<file path="config.mk">
export PLATFORM = sky130hd
export DESIGN_NAME = lspc_pin_control
export DESIGN_NICKNAME = d
export VERILOG_FILES = /design/src/logic/lspc_pkg.sv /design/src/logic/lspc_sync.sv /design/src/logic/lspc_pin_control.sv
export VERILOG_INCLUDE_DIRS = /design/src /design/src/logic
export SDC_FILE = /design/constraint.sdc
export NUM_CORES = 1
export LEC_CHECK = 0
export BUFFER_PORTS_ARGS = -buffer_cell sky130_fd_sc_hd__buf_2
export CAP_MARGIN = 20
export CORE_UTILIZATION = 40
export CTS_CLUSTER_SIZE = 12
export DETAILED_ROUTE_END_ITERATION = 8
export PLACE_DENSITY = 0.67
export SLEW_MARGIN = 15
export SYNTH_ARGS = -nofsm -noshare
export SYNTH_HDL_FRONTEND = slang
export SYNTH_SLANG_ARGS = --single-unit
export TNS_END_PERCENT = 20
</file>
<file path="constraint.sdc">
create_clock -name hclk -period 2.5 [get_ports hclk]
set_clock_uncertainty 0.15 [all_clocks]
set_input_delay 0.25 -clock hclk [delete_from_list [all_inputs] [get_ports hclk]]
set_output_delay 0.25 -clock hclk [all_outputs]
set_load 0.02 [all_outputs]
</file>
<file path="src/logic/lspc_params.svh">
// Constants of the shared pin control block: register offsets, field positions, reset values.
// Assumes inclusion by bare name from the block's design files.
// What this block does
// - Parallel host mode: five shared pins form the register address from the host.
// - Hardware mode: low termination-mode pin selects internal, high selects external termination.
// - Hardware mode: four monitor select pins route one channel 2-8 to receiver 1.
// - Output enable pin low puts every transmitter tip and ring in high impedance.
// - With the pin-control bit set, output enable low also drops all receive termination.
// - Edge select high: serial data out valid on falling edge; low: rising edge.
// - Edge select high inverts every receive clock, overriding the per-channel inversion register.
// - Edge select low: each channel's receive clock follows its inversion register bit.
// - Hardware mode: termination-off pin high switches off all receive termination.
`ifndef LSPC_PARAMS_SVH
`define LSPC_PARAMS_SVH

// Register byte offsets
`define LSPC_OFS_CTRL 8'h00
`define LSPC_OFS_RXINV 8'h04
`define LSPC_OFS_STATUS 8'h08
`define LSPC_OFS_ROUTE 8'h0c

// Control register fields
`define LSPC_CTRL_MODE_LSB 0
`define LSPC_CTRL_MODE_MSB 1
`define LSPC_CTRL_TERM_PIN_BIT 2

// Status register fields
`define LSPC_STAT_ADDR_LSB 0
`define LSPC_STAT_OE_BIT 5
`define LSPC_STAT_EDGE_BIT 6
`define LSPC_STAT_TOFF_BIT 7
`define LSPC_STAT_TMODE_BIT 8
`define LSPC_STAT_VIOL_BIT 9

// Reset values
`define LSPC_CTRL_RESET 3'h3
`define LSPC_RXINV_RESET 8'h00

`endif

</file>
<file path="src/logic/lspc_pkg.sv">
// Types shared by the shared pin control block.
// Assumes nothing of its surroundings.
package lspc_pkg;

    // Host interface mode selected by software
    typedef enum logic [1:0] {
        LSPC_MODE_PARALLEL,
        LSPC_MODE_SERIAL,
        LSPC_MODE_MUXED,
        LSPC_MODE_HARDWARE
    } lspc_host_mode_t;

    // AHB bus-cycle state of the slave
    typedef enum logic {
        LSPC_BUS_IDLE,
        LSPC_BUS_DATA
    } lspc_bus_state_t;

endpackage : lspc_pkg

</file>
<file path="src/logic/lspc_sync.sv">
// Two-stage synchroniser for a group of pin levels.
// Assumes inputs are asynchronous to clk; only the second stage is read outside.
`timescale 1ns/1ps
module lspc_sync #(
    parameter int WIDTH = 1
) (
    input wire logic clk,
    input wire logic rst_n,
    input wire logic [WIDTH-1:0] async_in,
    output logic [WIDTH-1:0] sync_out
);
    logic [WIDTH-1:0] stage1_r;

    // Two flip-flops in series, nothing reads the first
    always_ff @(posedge clk or negedge rst_n)
    begin
        if (!rst_n)
        begin
            stage1_r <= '0;
            sync_out <= '0;
        end
        else
        begin
            stage1_r <= async_in;
            sync_out <= stage1_r;
        end
    end
endmodule : lspc_sync

</file>
<file path="src/logic/lspc_pin_control.sv">
// Shared control pin interpreter of an octal line interface, with an AHB-Lite register slave.
// Assumes pins arrive asynchronously to hclk; one AHB-Lite master, single word transfers.
`timescale 1ns/1ps
`include "lspc_params.svh"
module lspc_pin_control #(
    parameter int CHANNELS = 8
) (
    input wire logic hclk,
    input wire logic hresetn,
    input wire logic hsel,
    input wire logic [7:0] haddr,
    input wire logic [1:0] htrans,
    input wire logic hwrite,
    input wire logic [2:0] hsize,
    input wire logic [31:0] hwdata,
    input wire logic hready,
    output logic [31:0] hrdata,
    output logic hreadyout,
    output logic hresp,
    input wire logic [4:0] shared_addr_pins,
    input wire logic output_enable_pin,
    input wire logic serial_edge_select,
    input wire logic rx_termination_off,
    output logic [4:0] host_reg_addr,
    output logic host_addr_valid,
    output logic rx_term_external,
    output logic monitor_active,
    output logic monitor_is_tx,
    output logic [3:0] monitor_channel,
    output logic [CHANNELS-1:0] tx_line_hiz,
    output logic [CHANNELS-1:0] rx_term_disable,
    output logic serial_out_fall_edge,
    output logic [CHANNELS-1:0] rx_clk_invert
);
    logic [4:0] addr_s;
    logic oe_s;
    logic edge_s;
    logic toff_s;
    lspc_pkg::lspc_host_mode_t mode_r;
    logic term_pin_ctl_r;
    logic [CHANNELS-1:0] rx_clock_invert_reg_r;
    logic viol_r;
    lspc_pkg::lspc_bus_state_t bus_r;
    logic [7:0] addr_r;
    logic write_r;
    logic hw_mode;
    logic [5:0] route_lut;
    logic wr_en;
    logic viol_clr;
    logic [31:0] rd_value;

    // Pin levels are brought onto hclk before any use
    lspc_sync #(
        .WIDTH(8)
    ) u_pin_sync (
        .clk(hclk),
        .rst_n(hresetn),
        .async_in({rx_termination_off, serial_edge_select, output_enable_pin, shared_addr_pins}),
        .sync_out({toff_s, edge_s, oe_s, addr_s})
    );

    assign hw_mode = (mode_r == lspc_pkg::LSPC_MODE_HARDWARE);

    // Monitor code lookup: {active, is_tx, channel}
    function automatic logic [5:0] monitor_lut(input logic [3:0] code);
        logic [5:0] res;
        res = 6'h00;
        case (code)
            4'h1: res = 6'h22;
            4'h2: res = 6'h23;
            4'h3: res = 6'h24;
            4'h4: res = 6'h25;
            4'h5: res = 6'h26;
            4'h6: res = 6'h27;
            4'h7: res = 6'h28;
            4'h9: res = 6'h32;
            4'ha: res = 6'h33;
            4'hb: res = 6'h34;
            4'hc: res = 6'h35;
            4'hd: res = 6'h36;
            4'he: res = 6'h37;
            4'hf: res = 6'h38;
            default: res = 6'h00;
        endcase
        return res;
    endfunction : monitor_lut

    assign route_lut = monitor_lut(addr_s[3:0]);

    // AHB-Lite slave: one address phase, two-cycle data phase
    always_ff @(posedge hclk or negedge hresetn)
    begin
        if (!hresetn)
        begin
            bus_r <= lspc_pkg::LSPC_BUS_IDLE;
            addr_r <= 8'h00;
            write_r <= 1'b0;
            hreadyout <= 1'b1;
            hrdata <= 32'h00000000;
        end
        else
        begin
            case (bus_r)
                lspc_pkg::LSPC_BUS_IDLE:
                begin
                    if (hsel && htrans[1] && hready)
                    begin
                        bus_r <= lspc_pkg::LSPC_BUS_DATA;
                        addr_r <= haddr;
                        write_r <= hwrite;
                        hreadyout <= 1'b0;
                    end
                end
                lspc_pkg::LSPC_BUS_DATA:
                begin
                    bus_r <= lspc_pkg::LSPC_BUS_IDLE;
                    hreadyout <= 1'b1;
                    hrdata <= write_r ? 32'h00000000 : rd_value;
                end
                default:
                begin
                    bus_r <= lspc_pkg::LSPC_BUS_IDLE;
                    hreadyout <= 1'b1;
                end
            endcase
        end
    end

    // Response is always OKAY
    always_ff @(posedge hclk or negedge hresetn)
    begin
        if (!hresetn)
            hresp <= 1'b0;
        else
            hresp <= 1'b0;
    end

    assign wr_en = (bus_r == lspc_pkg::LSPC_BUS_DATA) && write_r;
    assign viol_clr = wr_en && (addr_r == `LSPC_OFS_STATUS) && hwdata[`LSPC_STAT_VIOL_BIT];

    // Read multiplexer; unmapped offsets read zero
    always_comb
    begin
        rd_value = 32'h00000000;
        case (addr_r)
            `LSPC_OFS_CTRL:
            begin
                rd_value[`LSPC_CTRL_MODE_MSB:`LSPC_CTRL_MODE_LSB] = mode_r;
                rd_value[`LSPC_CTRL_TERM_PIN_BIT] = term_pin_ctl_r;
            end
            `LSPC_OFS_RXINV: rd_value[CHANNELS-1:0] = rx_clock_invert_reg_r;
            `LSPC_OFS_STATUS:
            begin
                rd_value[`LSPC_STAT_ADDR_LSB+4:`LSPC_STAT_ADDR_LSB] = addr_s;
                rd_value[`LSPC_STAT_OE_BIT] = oe_s;
                rd_value[`LSPC_STAT_EDGE_BIT] = edge_s;
                rd_value[`LSPC_STAT_TOFF_BIT] = toff_s;
                rd_value[`LSPC_STAT_TMODE_BIT] = rx_term_external;
                rd_value[`LSPC_STAT_VIOL_BIT] = viol_r;
            end
            `LSPC_OFS_ROUTE:
                rd_value[5:0] = {monitor_active, monitor_is_tx, monitor_channel};
            default: rd_value = 32'h00000000;
        endcase
    end

    // Software control registers
    always_ff @(posedge hclk or negedge hresetn)
    begin
        if (!hresetn)
        begin
            mode_r <= lspc_pkg::lspc_host_mode_t'(2'(`LSPC_CTRL_RESET));
            term_pin_ctl_r <= 1'(`LSPC_CTRL_RESET >> `LSPC_CTRL_TERM_PIN_BIT);
            rx_clock_invert_reg_r <= CHANNELS'(`LSPC_RXINV_RESET);
        end
        else if (wr_en)
        begin
            if (addr_r == `LSPC_OFS_CTRL)
            begin
                mode_r <= lspc_pkg::lspc_host_mode_t'(
                    hwdata[`LSPC_CTRL_MODE_MSB:`LSPC_CTRL_MODE_LSB]);
                term_pin_ctl_r <= hwdata[`LSPC_CTRL_TERM_PIN_BIT];
            end
            if (addr_r == `LSPC_OFS_RXINV)
                rx_clock_invert_reg_r <= hwdata[CHANNELS-1:0];
        end
    end

    // Sticky flag: shared pins not low in serial or multiplexed mode; set beats clear
    always_ff @(posedge hclk or negedge hresetn)
    begin
        if (!hresetn)
            viol_r <= 1'b0;
        else if ((mode_r == lspc_pkg::LSPC_MODE_SERIAL || mode_r == lspc_pkg::LSPC_MODE_MUXED)
                 && (addr_s != 5'h00))
            viol_r <= 1'b1;
        else if (viol_clr)
            viol_r <= 1'b0;
    end

    // Register address from the shared pins in parallel host mode
    always_ff @(posedge hclk or negedge hresetn)
    begin
        if (!hresetn)
        begin
            host_reg_addr <= 5'h00;
            host_addr_valid <= 1'b0;
        end
        else
        begin
            host_addr_valid <= (mode_r == lspc_pkg::LSPC_MODE_PARALLEL);
            host_reg_addr <= (mode_r == lspc_pkg::LSPC_MODE_PARALLEL) ? addr_s : 5'h00;
        end
    end

    // Hardware mode termination choice and monitor routing
    always_ff @(posedge hclk or negedge hresetn)
    begin
        if (!hresetn)
        begin
            rx_term_external <= 1'b0;
            monitor_active <= 1'b0;
            monitor_is_tx <= 1'b0;
            monitor_channel <= 4'h0;
        end
        else
        begin
            rx_term_external <= hw_mode && addr_s[4];
            monitor_active <= hw_mode && route_lut[5];
            monitor_is_tx <= hw_mode && route_lut[4];
            monitor_channel <= hw_mode ? route_lut[3:0] : 4'h0;
        end
    end

    // Line transmitter and receive termination controls
    always_ff @(posedge hclk or negedge hresetn)
    begin
        if (!hresetn)
        begin
            tx_line_hiz <= '1;
            rx_term_disable <= '0;
        end
        else
        begin
            tx_line_hiz <= {CHANNELS{!oe_s}};
            rx_term_disable <= {CHANNELS{(!oe_s && term_pin_ctl_r)
                                         || (hw_mode && toff_s)}};
        end
    end

    // Clock edge selection for serial output and receive clocks
    always_ff @(posedge hclk or negedge hresetn)
    begin
        if (!hresetn)
        begin
            serial_out_fall_edge <= 1'b0;
            rx_clk_invert <= '0;
        end
        else
        begin
            serial_out_fall_edge <= edge_s;
            rx_clk_invert <= edge_s ? {CHANNELS{1'b1}}
                                    : rx_clock_invert_reg_r;
        end
    end
endmodule : lspc_pin_control

</file>
### Yosys cells after proc, flatten, opt, wreduce, memory -nomap -nowiden

Memories as Yosys holds them, arrays and structs flattened.
Index checks and enable logic that the tools add are counted.

| storage, ports and cells | value |
|---|---|
| register bits after elaboration | 95 |
| ROM bits | 96 |
| input bits | 58 |
| output and inout bits | 72 |
| logic and storage cells | 65 |
| memories kept | 1 |

Memories:

| memory | words | bits a word | rd ports | clocked after Yosys merged registers in | write ports | line | text |
|---|---|---|---|---|---|---|---|
| (name not given) | 16 | 6 | 1 | 0 | 0 | lspc_pin_control.sv:68 | `case (code)` |

| cells by class | value |
|---|---|
| equality and inequality tests | 7 |
| multiplexer cells | 14 |
| bitwise logic cells | 1 |
| reduce and logical (&&, ||, !) cells | 21 |

Operators by type and width:

| cell | count |
|---|---|
| $eq 8x4->1 const B | 2 |
| $pmux 3 s4 | 1 |
| $logic_and 1x1->1 | 11 |
| $mux 10 | 1 |
| $pmux 3 s3 | 1 |
| $eq 8x3->1 const B | 1 |
| $logic_not 8->1 | 1 |
| $mux 8 | 1 |
| $reduce_and 2->1 | 3 |
| $mux 5 | 1 |
| $reduce_bool 5->1 | 1 |
| $eq 2x2->1 const B | 2 |
| $mux 1 | 4 |
| $mux 4 | 1 |
| $pmux 1 s2 | 2 |
| $pmux 2 s2 | 1 |
| $eq 2x1->1 const B | 1 |
| $logic_not 2->1 | 1 |
| $logic_or 1x1->1 | 2 |
| $mux 2 | 1 |
| $ne 2x2->1 const B | 1 |
| $reduce_bool 2->1 | 1 |
| $logic_not 1->1 | 1 |
| $not 1->1 | 1 |

### Logic depth before layout (Yosys ltp)

Gate-level depths: netlist (run 1).

| depth | value |
|---|---|
| depth in word-level cells | 5 |
| gate-level depth with buffers | 5 |
| gate-level depth less buffers | 5 |

### Modules after synthesis

Synthesis (run 1) repeated with hierarchy kept, for this count alone.

| unflattened totals | value |
|---|---|
| cells, all modules | 213 |
| area total of the unflattened synthesis | 2972.9 µm² |

Modules (own cells, without submodules):

| module | instances | cells an instance | area each (µm²) | sequential area each (µm²) |
|---|---|---|---|---|
| lspc_pin_control | 1 | 197 | 2572.5 | 1431.4 |
| lspc_sync | 1 | 16 | 400.4 | 400.4 |

### Least setup slack after synthesis (run 1)

Ideal clock, no wire load.

| timing | value |
|---|---|
| path kind | register -> register |
| start | reg addr_r[1] |
| end | reg rx_clock_invert_reg_r[0] |
| library setup time | 125 ps |
| arrival | 1846 ps |
| data required time | 2225 ps |
| slack | 379 ps |
| stages on the path, launching flop included | 5 |
| buffers on the path | 1 |
| clock period less this slack | 2121 ps |
| cells stage by stage | dfrtp_1 -> or4_4 -> or4_4 -> buf_6 -> mux2_4 |

| between the ends | value |
|---|---|
| longest elaborated chain between the ends | 2 |

RTL lines:

| what | line | text |
|---|---|---|
| start, declared | lspc_pin_control.sv:44 | `logic [7:0] addr_r;` |
| start signal, assigned | lspc_pin_control.sv:109 | `addr_r <= haddr;` |
| $eq 8x3->1 | -- |  |
| $reduce_and 2->1 (no source line) | -- |  |
| end signal, assigned | lspc_pin_control.sv:174 | `` rx_clock_invert_reg_r <= CHANNELS'(`LSPC_RXINV_RESET); `` |
| end signal, assigned | lspc_pin_control.sv:185 | `rx_clock_invert_reg_r <= hwdata[CHANNELS-1:0];` |
| end, declared | lspc_pin_control.sv:41 | `logic [CHANNELS-1:0] rx_clock_invert_reg_r;` |

No other way between the ends.
A chain may end at the register's enable or synchronous reset.

### Worst setup path after layout (run 1)

Ends and elaborated chain as after synthesis.

==> impl_metrics.py, run 1 <==
metrics = {
    "yosys": {
        "yosysWarnings": 0,
        "async_reset_ff_share_pct": 100.0,
        "synthFlopType": "dfrtp_1",
        "ys_seq_area_share_pct": 60.12,
        "syn_area_per_cell_um2": 13.72,
        "syn_inst": 222,
        "synth_edf_count": 0,
        "ys_types": 33,
        "synth_area_um2": 3047,
        "ys_seq_elements": 73,
    },
    "timing": {
        "setup_viol": 0,
        "period_share_pct": 87.90,
        "max_freq_mhz": 455.0,
        "rsz0062_at_grt": "false",
        "finalSetupTns_ns": 0,
        "layout_setup_ws_ns": 0.3024,
        "worst_pin_slew_ns": 0.9004,
        "maxSlewViolCount": 0,
        "min_period_ns": 2.198,
        "hold_violations": 0,
        "slew_headroom_pct": 39.97,
    },
    "die": {
        "row_count": 31,
        "fp.dieArea_um2": 7970,
        "ioPinCount": 130,
        "core_um2": 7292,
        "die_w_um": 89.28,
        "die_h_um": 89.28,
        "start_util_pct": 41.78,
    },
    "setup_path": {
        "worstSetupEndpointType": "flop",
        "critPathLaunchType": "flop",
        "path_buf_inv": 0,
        "arrival_ns": 2.27,
        "cp_slowest_cell": "or4_4",
        "path_max_fanout": 8,
        "cpMostUsedCell": "or4_4",
        "path_class": "reg2reg",
        "critPathMaxStageDelay_ns": 0.65,
        "cp_num_cells": 3,
        "critPathTopFamily": "simple AND/OR/NAND/NOR gates",
        "path_cells": "or4_4 -> or4_4 -> mux2_4",
        "required_ns": 2.57,
        "reg2reg_depth": 3,
    },
    "cells_and_area": {
        "most-common-layout-cells": "buf_2, dfrtp_1, dlygate4sd3_1",
        "instances_no_fill": 424,
        "fin_util_pct": 51.89,
        "drive_gt1_share_pct": 41.23,
        "num_antenna_cells": 0,
        "area_growth_pct": 24.19,
        "final_common_cell": "buf_2",
        "nets": 385,
    },
    "power_and_ir_drop": {
        "internal_power_uw": 1832,
        "p_leak_uw": 0.001897,
        "irDropWorstVdd_v": 0.0004828,
        "power_frac_comb_pct": 15.5,
        "power_uw": 2476,
        "sw_frac_of_total_pct": 26.01,
        "power.density_nw_per_um2": 654.3,
        "power.share.clock_pct": 30.7,
        "p_seq_share_pct": 53.8,
        "power.switching_uw": 643.8,
    },
    "placed_design": {
        "place_inst": 383,
        "dp_hpwl_um": 3972,
        "pre_cts_ws_ns": 0.3114,
        "place_congestion": 0.7321,
        "numPortBuffers": 79,
    },
    "grt": {
        "grt-ovfl-total": 0,
        "antenna_found_initial": 0,
        "grt_pass1_wl_um": 9059,
        "first_global_vias": 1846,
        "grt_usage_pct": 15.95,
        "grt_max_degree": 74,
    },
    "clock_network": {
        "clk_path_buf_depth": 2,
        "ctsHtreeMaxLevel": 3,
        "cts_buffers": 9,
        "cts_tree": "yes",
        "cts_setup_buffers": 0,
        "cts_resized": 0,
        "clk_pin_slew_ns": 0.06,
        "clockRootBuffer": "clkbuf_8",
        "worstSkewPairLatency_ns": 0.34,
        "cts_sinks": 73,
    },
    "run": {
        "cap_violations": 0,
    },
    "worst_hold_path": {
        "hold_path_class": "reg2reg",
        "hold-path-cell-count": 0,
    },
    "status": {
        "status": "completed",
    },
    "detailed_routing": {
        "drt-initial-drc-count": 80,
        "detail-route-antenna-nets": 0,
        "firstDrtPassIters": 4,
        "vias_per_cell": 4.441,
        "routed_wirelength_um": 5712,
        "drc": 0,
        "wl_per_cell_um": 13.47,
        "vias": 1883,
    },
}
-- sequential cells by signal, summed over array words and instances, names as in the netlist, 4 cells and up --
signal,cells
u_pin_sync.stage1_r,8
monitor_channel,4
rx_clk_invert,8
addr_r,8
hrdata,10
rx_clock_invert_reg_r,8
host_reg_addr,5
u_pin_sync.sync_out,8
-- area by class of cell --
| type | count | area, µm² |
|---|---|---|
| clock inverters | 1 | 5.005 |
| well taps | 99 | 123.9 |
| repair buffers | 108 | 680.7 |
| fillers | 668 | 3508 |
| multi-input cells | 118 | 948.4 |
| flip-flops and latches | 73 | 1832 |
| inverters | 11 | 41.29 |
| clock buffers | 14 | 152.6 |
-- layer usage --
metal / vias up / track usage, % / wire [µm]
met1: 914 / 18.72 / 2384
met3: 7 / 6.464 / 370
met4: 0 / 4.762 / 61
li1: 890 / - / -
met2: 72 / 27.00 / 2895
met5: - / 0 / 0
-- per-stage QoR --
stage	hold slack, ns	area (µm²)
global route	0.2109	3784
finish	0.1953	3784
global placement	0.1823	3366
detailed placement	0.1847	3366
CTS	0.1954	3784
floorplan	-0.1956	3129
-- timing repair --
item / in CTS / in global routing
hold buffers: 26 / 0
hold endpoints to repair: 94 / 0
setup endpoints to repair: 0 / 0
-- final timing paths --
check	start	to	slack, ns
hold / removal	u_pin_sync.stage1_r[3]	u_pin_sync.sync_out[3]	0.20
max in group asynchronous	hresetn	rx_clk_invert[7]	1.17
hold reg to reg	u_pin_sync.stage1_r[3]	u_pin_sync.sync_out[3]	0.20
setup reg to reg	addr_r[1]	rx_clock_invert_reg_r[0]	0.30
min in group asynchronous	hresetn	addr_r[7]	0.43
setup / recovery	addr_r[1]	rx_clock_invert_reg_r[0]	0.30
-- cell usage after synthesis (3+ instances only) --
| library cell | count | area, µm² |
|---|---|---|
| o2bb2ai_1 | 8 | 70.07 |
| nor2_1 | 3 | 11.26 |
| dfrtp_1 | 69 | 1727 |
| buf_4 | 38 | 285.3 |
| mux4_2 | 3 | 67.56 |
| inv_1 | 11 | 41.29 |
| nor2b_1 | 3 | 18.77 |
| nand3b_1 | 3 | 22.52 |
| and3_1 | 3 | 18.77 |
| mux2_2 | 15 | 168.9 |
| mux2_4 | 8 | 120.1 |
| a22oi_1 | 5 | 37.54 |
| nand2_1 | 4 | 15.01 |
| ha_1 | 6 | 75.07 |
| dfstp_2 | 4 | 105.1 |
| or2_2 | 9 | 56.30 |
| and2_1 | 8 | 50.05 |
-- power by group through the flow --
stage / clock network (µW) / registers, µW / logic [µW]
2_1_floorplan: 0 / 1360 / 257
3_3_place_gp: 0 / 1350 / 348
3_5_place_dp: 0 / 1350 / 355
4_1_cts: 793 / 1330 / 387
5_1_grt: 845 / 1340 / 426
6_report: 761 / 1330 / 383
-- cell families (layout without fill, tap and decap cells) --
| group | after synthesis | in the layout | synth area share (%) |
|---|---|---|---|
| adder cells (fa/ha/maj) | 6 | 6 | 2.464 |
| AO/OA/AOI/OAI | 18 | 18 | 4.928 |
| multiplexers | 27 | 27 | 12.03 |
| other | 1 | 23 | 0.1231 |
| buffers and inverters | 53 | 134 | 11.46 |
| flip-flops | 73 | 73 | 60.12 |
| AND/OR/NAND/NOR | 44 | 44 | 8.871 |
Note: power is estimated with default switching activity, not from simulation.
==> run 2, diff against run 1 <==
- BUFFER_PORTS_ARGS: -buffer_cell sky130_fd_sc_hd__buf_2 -> unset
- DONT_BUFFER_PORTS: unset -> 1
- PLACE_DENSITY: 0.67 -> 0.52
==> impl_metrics.py, run 2 (synthesized netlist as in run 1, its figures left out) <==
metrics = {
    "status": {
        "status": "completed",
    },
    "run": {
        "cap_violations": 0,
    },
    "setup_path": {
        "startpoint": "addr_r[1]",
        "path_max_fanout": 8,
        "r2r-start": "addr_r[1]",
        "critPathLaunchType": "flop",
        "cp-endpoint": "rx_clock_invert_reg_r[4]",
        "required_ns": 2.58,
        "reg2reg_depth": 3,
        "path_class": "reg2reg",
        "arrival_ns": 2.27,
        "worstSetupEndpointType": "flop",
        "rrSetupSlack_ns": 0.30,
        "timing.rr.end": "rx_clock_invert_reg_r[4]",
    },
    "grt": {
        "grt-busiest-layer": "met2",
        "antenna_found_initial": 0,
        "first_global_vias": 1628,
        "grt-ovfl-total": 0,
        "grt_use_met1_pct": 18.51,
        "grt_max_degree": 74,
        "met3_usage_pct": 4.155,
        "grt_usage_pct": 15.44,
        "use_met2_pct": 25.05,
        "grt_pass1_wl_um": 8618,
    },
    "clock_network": {
        "cts_buffers": 9,
        "worstSkewPairLatency_ns": 0.34,
        "cts_setup_buffers": 0,
        "ctsHtreeMaxLevel": 3,
        "clk_pin_slew_ns": 0.07,
        "cts_sinks": 73,
        "cts_tree": "yes",
        "clockRootBuffer": "clkbuf_8",
        "clk_path_buf_depth": 2,
    },
    "timing": {
        "maxSlewViolCount": 0,
        "period_share_pct": 87.84,
        "finalSetupTns_ns": 0,
        "max_freq_mhz": 455.4,
        "slew_headroom_pct": 46.90,
        "worst_pin_slew_ns": 0.7983,
        "hold_violations": 0,
        "min_period_ns": 2.196,
        "setup_viol": 0,
        "rsz0062_at_grt": "false",
    },
    "cells_and_area": {
        "instances_no_fill": 348,
        "largest_register_ffs": 10,
        "final_area_um2": 3471,
        "top_register": "hrdata",
        "most-common-layout-cells": "dfrtp_1, dlygate4sd3_1, conb_1",
        "num_antenna_cells": 0,
        "drive_gt1_share_pct": 24.10,
        "nets": 308,
        "area_growth_pct": 13.92,
        "final_common_cell": "dfrtp_1",
    },
    "detailed_routing": {
        "drc": 0,
        "wl_per_cell_um": 16.01,
        "detail-route-antenna-nets": 0,
        "firstDrtPassIters": 4,
        "routed_wirelength_um": 5573,
        "vias": 1656,
        "vias_per_cell": 4.759,
        "drt-initial-drc-count": 25,
    },
    "die": {
        "die_w_um": 89.28,
        "fp.dieArea_um2": 7970,
        "row_count": 31,
        "start_util_pct": 41.78,
        "core_um2": 7292,
        "ioPinCount": 130,
        "die_h_um": 89.28,
    },
    "placed_design": {
        "placedInstanceArea_um2": 2975,
        "numPortBuffers": 0,
        "place_inst": 305,
        "dp_hpwl_um": 3702,
        "place_congestion": 0.7237,
    },
    "worst_hold_path": {
        "hold_path_class": "in2reg",
        "hp-start": "hwdata[9]",
    },
    "power_and_ir_drop": {
        "power_uw": 2624,
        "p_leak_uw": 0.001596,
        "irDropWorstVdd_v": 0.0003124,
        "power.density_nw_per_um2": 756.1,
    },
}
==> run 2: changes by cell type in the layout (fill, tap and decap cells not counted), sizes merged <==
cell / previous run / this run
buf: 82 / 5
bufinv: 0 / 1
==> run 2: where the power goes <==
part	total (µW)	switching [µW]	internal [µW]
clock	953	411	543
combinational	297	149	148
sequential	1370	105	1270
total	2620	665	1960
==> run 2: layout make-up <==
class	count	area (µm²)
Clock buffer	14	172.7
Clock inverter	2	35.03
Fill cell	689	3821
Inverter	11	41.29
Multi-Input combinational cell	118	948.4
Sequential cell	73	1832
Tap cell	99	123.9
Timing Repair Buffer	31	317.8
==> run 2: how the worst min path moves through the flow <==
stage | cells after the start | slack (ns) | to
3_3_place_gp | 0 | -0.19 | serial_out_fall_edge
4_1_cts | 3 | 0.14 | viol_r
2_1_floorplan | 0 | -0.20 | addr_r[0]
6_report | 3 | 0.15 | viol_r
5_1_grt | 3 | 0.16 | viol_r
3_5_place_dp | 0 | -0.19 | u_pin_sync.sync_out[6]
==> run 2: critical path: stages, from the launching register on <==
cell and delay (ns):
dfrtp_1 0.40, or4_4 0.55, or4_4 0.65, mux2_4 0.33
==> run 2: repair_timing <==
action | 4_1_cts | 5_1_grt
hold endpoints to repair | 101 | 0
hold buffers | 27 | 0
resized for setup | 0 | 0
==> run 2: metal layers <==
layer | wire length [µm] | share of wire (%)
met5 | 0 | 0
met4 | 132 | 2.4
met3 | 296 | 5.3
met2 | 2752 | 49
met1 | 2392 | 43
==> run 2: stage by stage <==
stage	setup slack (ns)	hold slack, ns	util [%]
3_5_place_dp	0.3162	-0.1937	40.80
3_3_place_gp	0.3207	-0.1941	40.80
4_1_cts	0.3013	0.1401	47.60
6_report	0.3041	0.1521	47.60
2_1_floorplan	0.3788	-0.1956	-
5_1_grt	0.2694	0.1629	47.60
==> run 3, diff against run 2 <==
- PLACE_DENSITY: 0.52 -> 0.59
==> impl_metrics.py, run 3 (synthesized netlist as in run 1, its figures left out) <==
metrics = {
    "setup_path": {
        "cp-endpoint": "rx_clock_invert_reg_r[5]",
        "path_cells": "or4_4 -> or4_4 -> mux2_4",
        "path_max_fanout": 8,
        "timing.rr.end": "rx_clock_invert_reg_r[5]",
        "critPathMaxStageDelay_ns": 0.65,
        "reg2reg_depth": 3,
        "worstSetupEndpointType": "flop",
        "r2r-start": "addr_r[1]",
        "path_class": "reg2reg",
        "startpoint": "addr_r[1]",
        "rrSetupSlack_ns": 0.30,
        "arrival_ns": 2.28,
        "required_ns": 2.57,
        "cpMostUsedCell": "or4_4",
        "cp_num_cells": 3,
        "cp_slowest_cell": "or4_4",
        "critPathLaunchType": "flop",
        "path_buf_inv": 0,
        "critPathTopFamily": "simple AND/OR/NAND/NOR gates",
    },
    "timing": {
        "setup_viol": 0,
        "hold_violations": 0,
        "min_period_ns": 2.201,
        "period_share_pct": 88.03,
        "worst_pin_slew_ns": 0.7840,
        "rsz0062_at_grt": "false",
        "maxSlewViolCount": 0,
        "max_freq_mhz": 454.4,
        "slew_headroom_pct": 47.85,
        "finalSetupTns_ns": 0,
    },
    "die": {
        "core_um2": 7292,
        "ioPinCount": 130,
        "die_h_um": 89.28,
        "fp.dieArea_um2": 7970,
        "die_w_um": 89.28,
        "start_util_pct": 41.78,
        "row_count": 31,
    },
    "clock_network": {
        "cts_buffers": 9,
        "worstSkewPairLatency_ns": 0.34,
        "clk_pin_slew_ns": 0.07,
        "clockRootBuffer": "clkbuf_8",
        "ctsHtreeMaxLevel": 3,
        "cts_tree": "yes",
        "cts_sinks": 73,
        "clk_path_buf_depth": 2,
    },
    "cells_and_area": {
        "most-common-layout-cells": "dfrtp_1, dlygate4sd3_1, conb_1",
        "drive_gt1_share_pct": 24.50,
        "num_antenna_cells": 0,
        "fin_util_pct": 47.39,
        "top_register": "hrdata",
        "nets": 308,
        "final_common_cell": "dfrtp_1",
        "area_growth_pct": 13.43,
        "largest_register_ffs": 10,
    },
    "detailed_routing": {
        "vias": 1613,
        "drc": 0,
        "firstDrtPassIters": 4,
        "wl_met1_um": 2217,
        "routed_wirelength_um": 5456,
        "highest_layer": "met4",
        "wl_per_cell_um": 15.68,
        "drt-initial-drc-count": 110,
        "routed-wl-met2_um": 2741,
        "wl_met3_um": 392,
        "vias_per_cell": 4.635,
        "detail-route-antenna-nets": 0,
    },
    "placed_design": {
        "place_congestion": 0.7673,
        "numPortBuffers": 0,
        "dp_hpwl_um": 3727,
    },
    "power_and_ir_drop": {
        "irDropWorstVdd_v": 0.0004052,
        "sw_frac_of_total_pct": 25.70,
        "power_frac_comb_pct": 11.7,
        "power.share.clock_pct": 34.1,
        "power.switching_uw": 651.4,
        "p_seq_share_pct": 54.3,
        "internal_power_uw": 1883,
        "p_leak_uw": 0.001592,
        "power.density_nw_per_um2": 733.5,
    },
    "grt": {
        "grt_usage_pct": 15.94,
        "antenna_found_initial": 0,
        "grt_pass1_wl_um": 8832,
        "grt_max_degree": 74,
        "grt-ovfl-total": 0,
        "first_global_vias": 1714,
    },
    "status": {
        "status": "completed",
    },
    "worst_hold_path": {
        "hp-start": "hwdata[9]",
        "hold_path_class": "in2reg",
    },
    "run": {
        "cap_violations": 0,
    },
}
[run 3: changes by cell type in the layout (fill, tap and decap cells not counted)]
| cell | before | now |
|---|---|---|
| bufinv_16 | 1 | 0 |
| clkbuf_1 | 2 | 1 |
| clkbuf_8 | 12 | 13 |
| clkinv_2 | 1 | 2 |
[run 3: what timing repair did]
action / in CTS / in global routing
endpoints found under the hold margin: 101 / 0
resized for setup: 0 / 0
buffers inserted: 0 / 0
hold buffers: 27 / 0
[run 3: through the flow]
step                      area, µm²  cells  total power, µW  hold WS (ns)  setup slack (ns)
after CTS                      3456    348             2581        0.1407            0.2974
after global placement         2975    305             1630       -0.1938            0.3334
after global routing           3456    348             2676        0.1967            0.2780
after floorplan                3129    244             1619       -0.1956            0.3788
after detailed placement       2975    305             1636       -0.1936            0.3095
final                          3456    348             2535        0.1633            0.2993
[run 3: layer usage]
layer,GRT usage [%],vias to the layer above
li1,-,739
met5,0,-
met3,6.371,9
met4,6.926,0
met1,18.63,798
met2,26.09,67
[run 3: worst min-delay path by stage]
stage	cells after the start	slack, ns	to
2_1_floorplan	0	-0.20	addr_r[0]
3_3_place_gp	0	-0.19	addr_r[5]
3_5_place_dp	0	-0.19	addr_r[5]
4_1_cts	3	0.14	viol_r
5_1_grt	3	0.20	viol_r
6_report	3	0.16	viol_r
[run 3: power groups by stage]
stage,clock (µW),sequential (µW),combinational (µW)
after floorplan,0,1360,257
after global placement,0,1400,233
after detailed placement,0,1400,237
after CTS,903,1380,301
after global routing,949,1390,335
final,863,1380,296
[run 3: final cells by class]
| type | instances | area [µm²] |
|---|---|---|
| Fill cell | 701 | 3836 |
| Sequential cell | 73 | 1832 |
| Multi-Input combinational cell | 118 | 948.4 |
| Timing Repair Buffer | 31 | 317.8 |
| Clock buffer | 14 | 182.7 |
| Tap cell | 99 | 123.9 |
| Inverter | 11 | 41.29 |
| Clock inverter | 2 | 10.01 |
[run 3: worst reg2reg max path, stage by stage, from the launching register on]
cell     delay (ns)
dfrtp_1        0.40
or4_4          0.55
or4_4          0.65
mux2_4         0.34
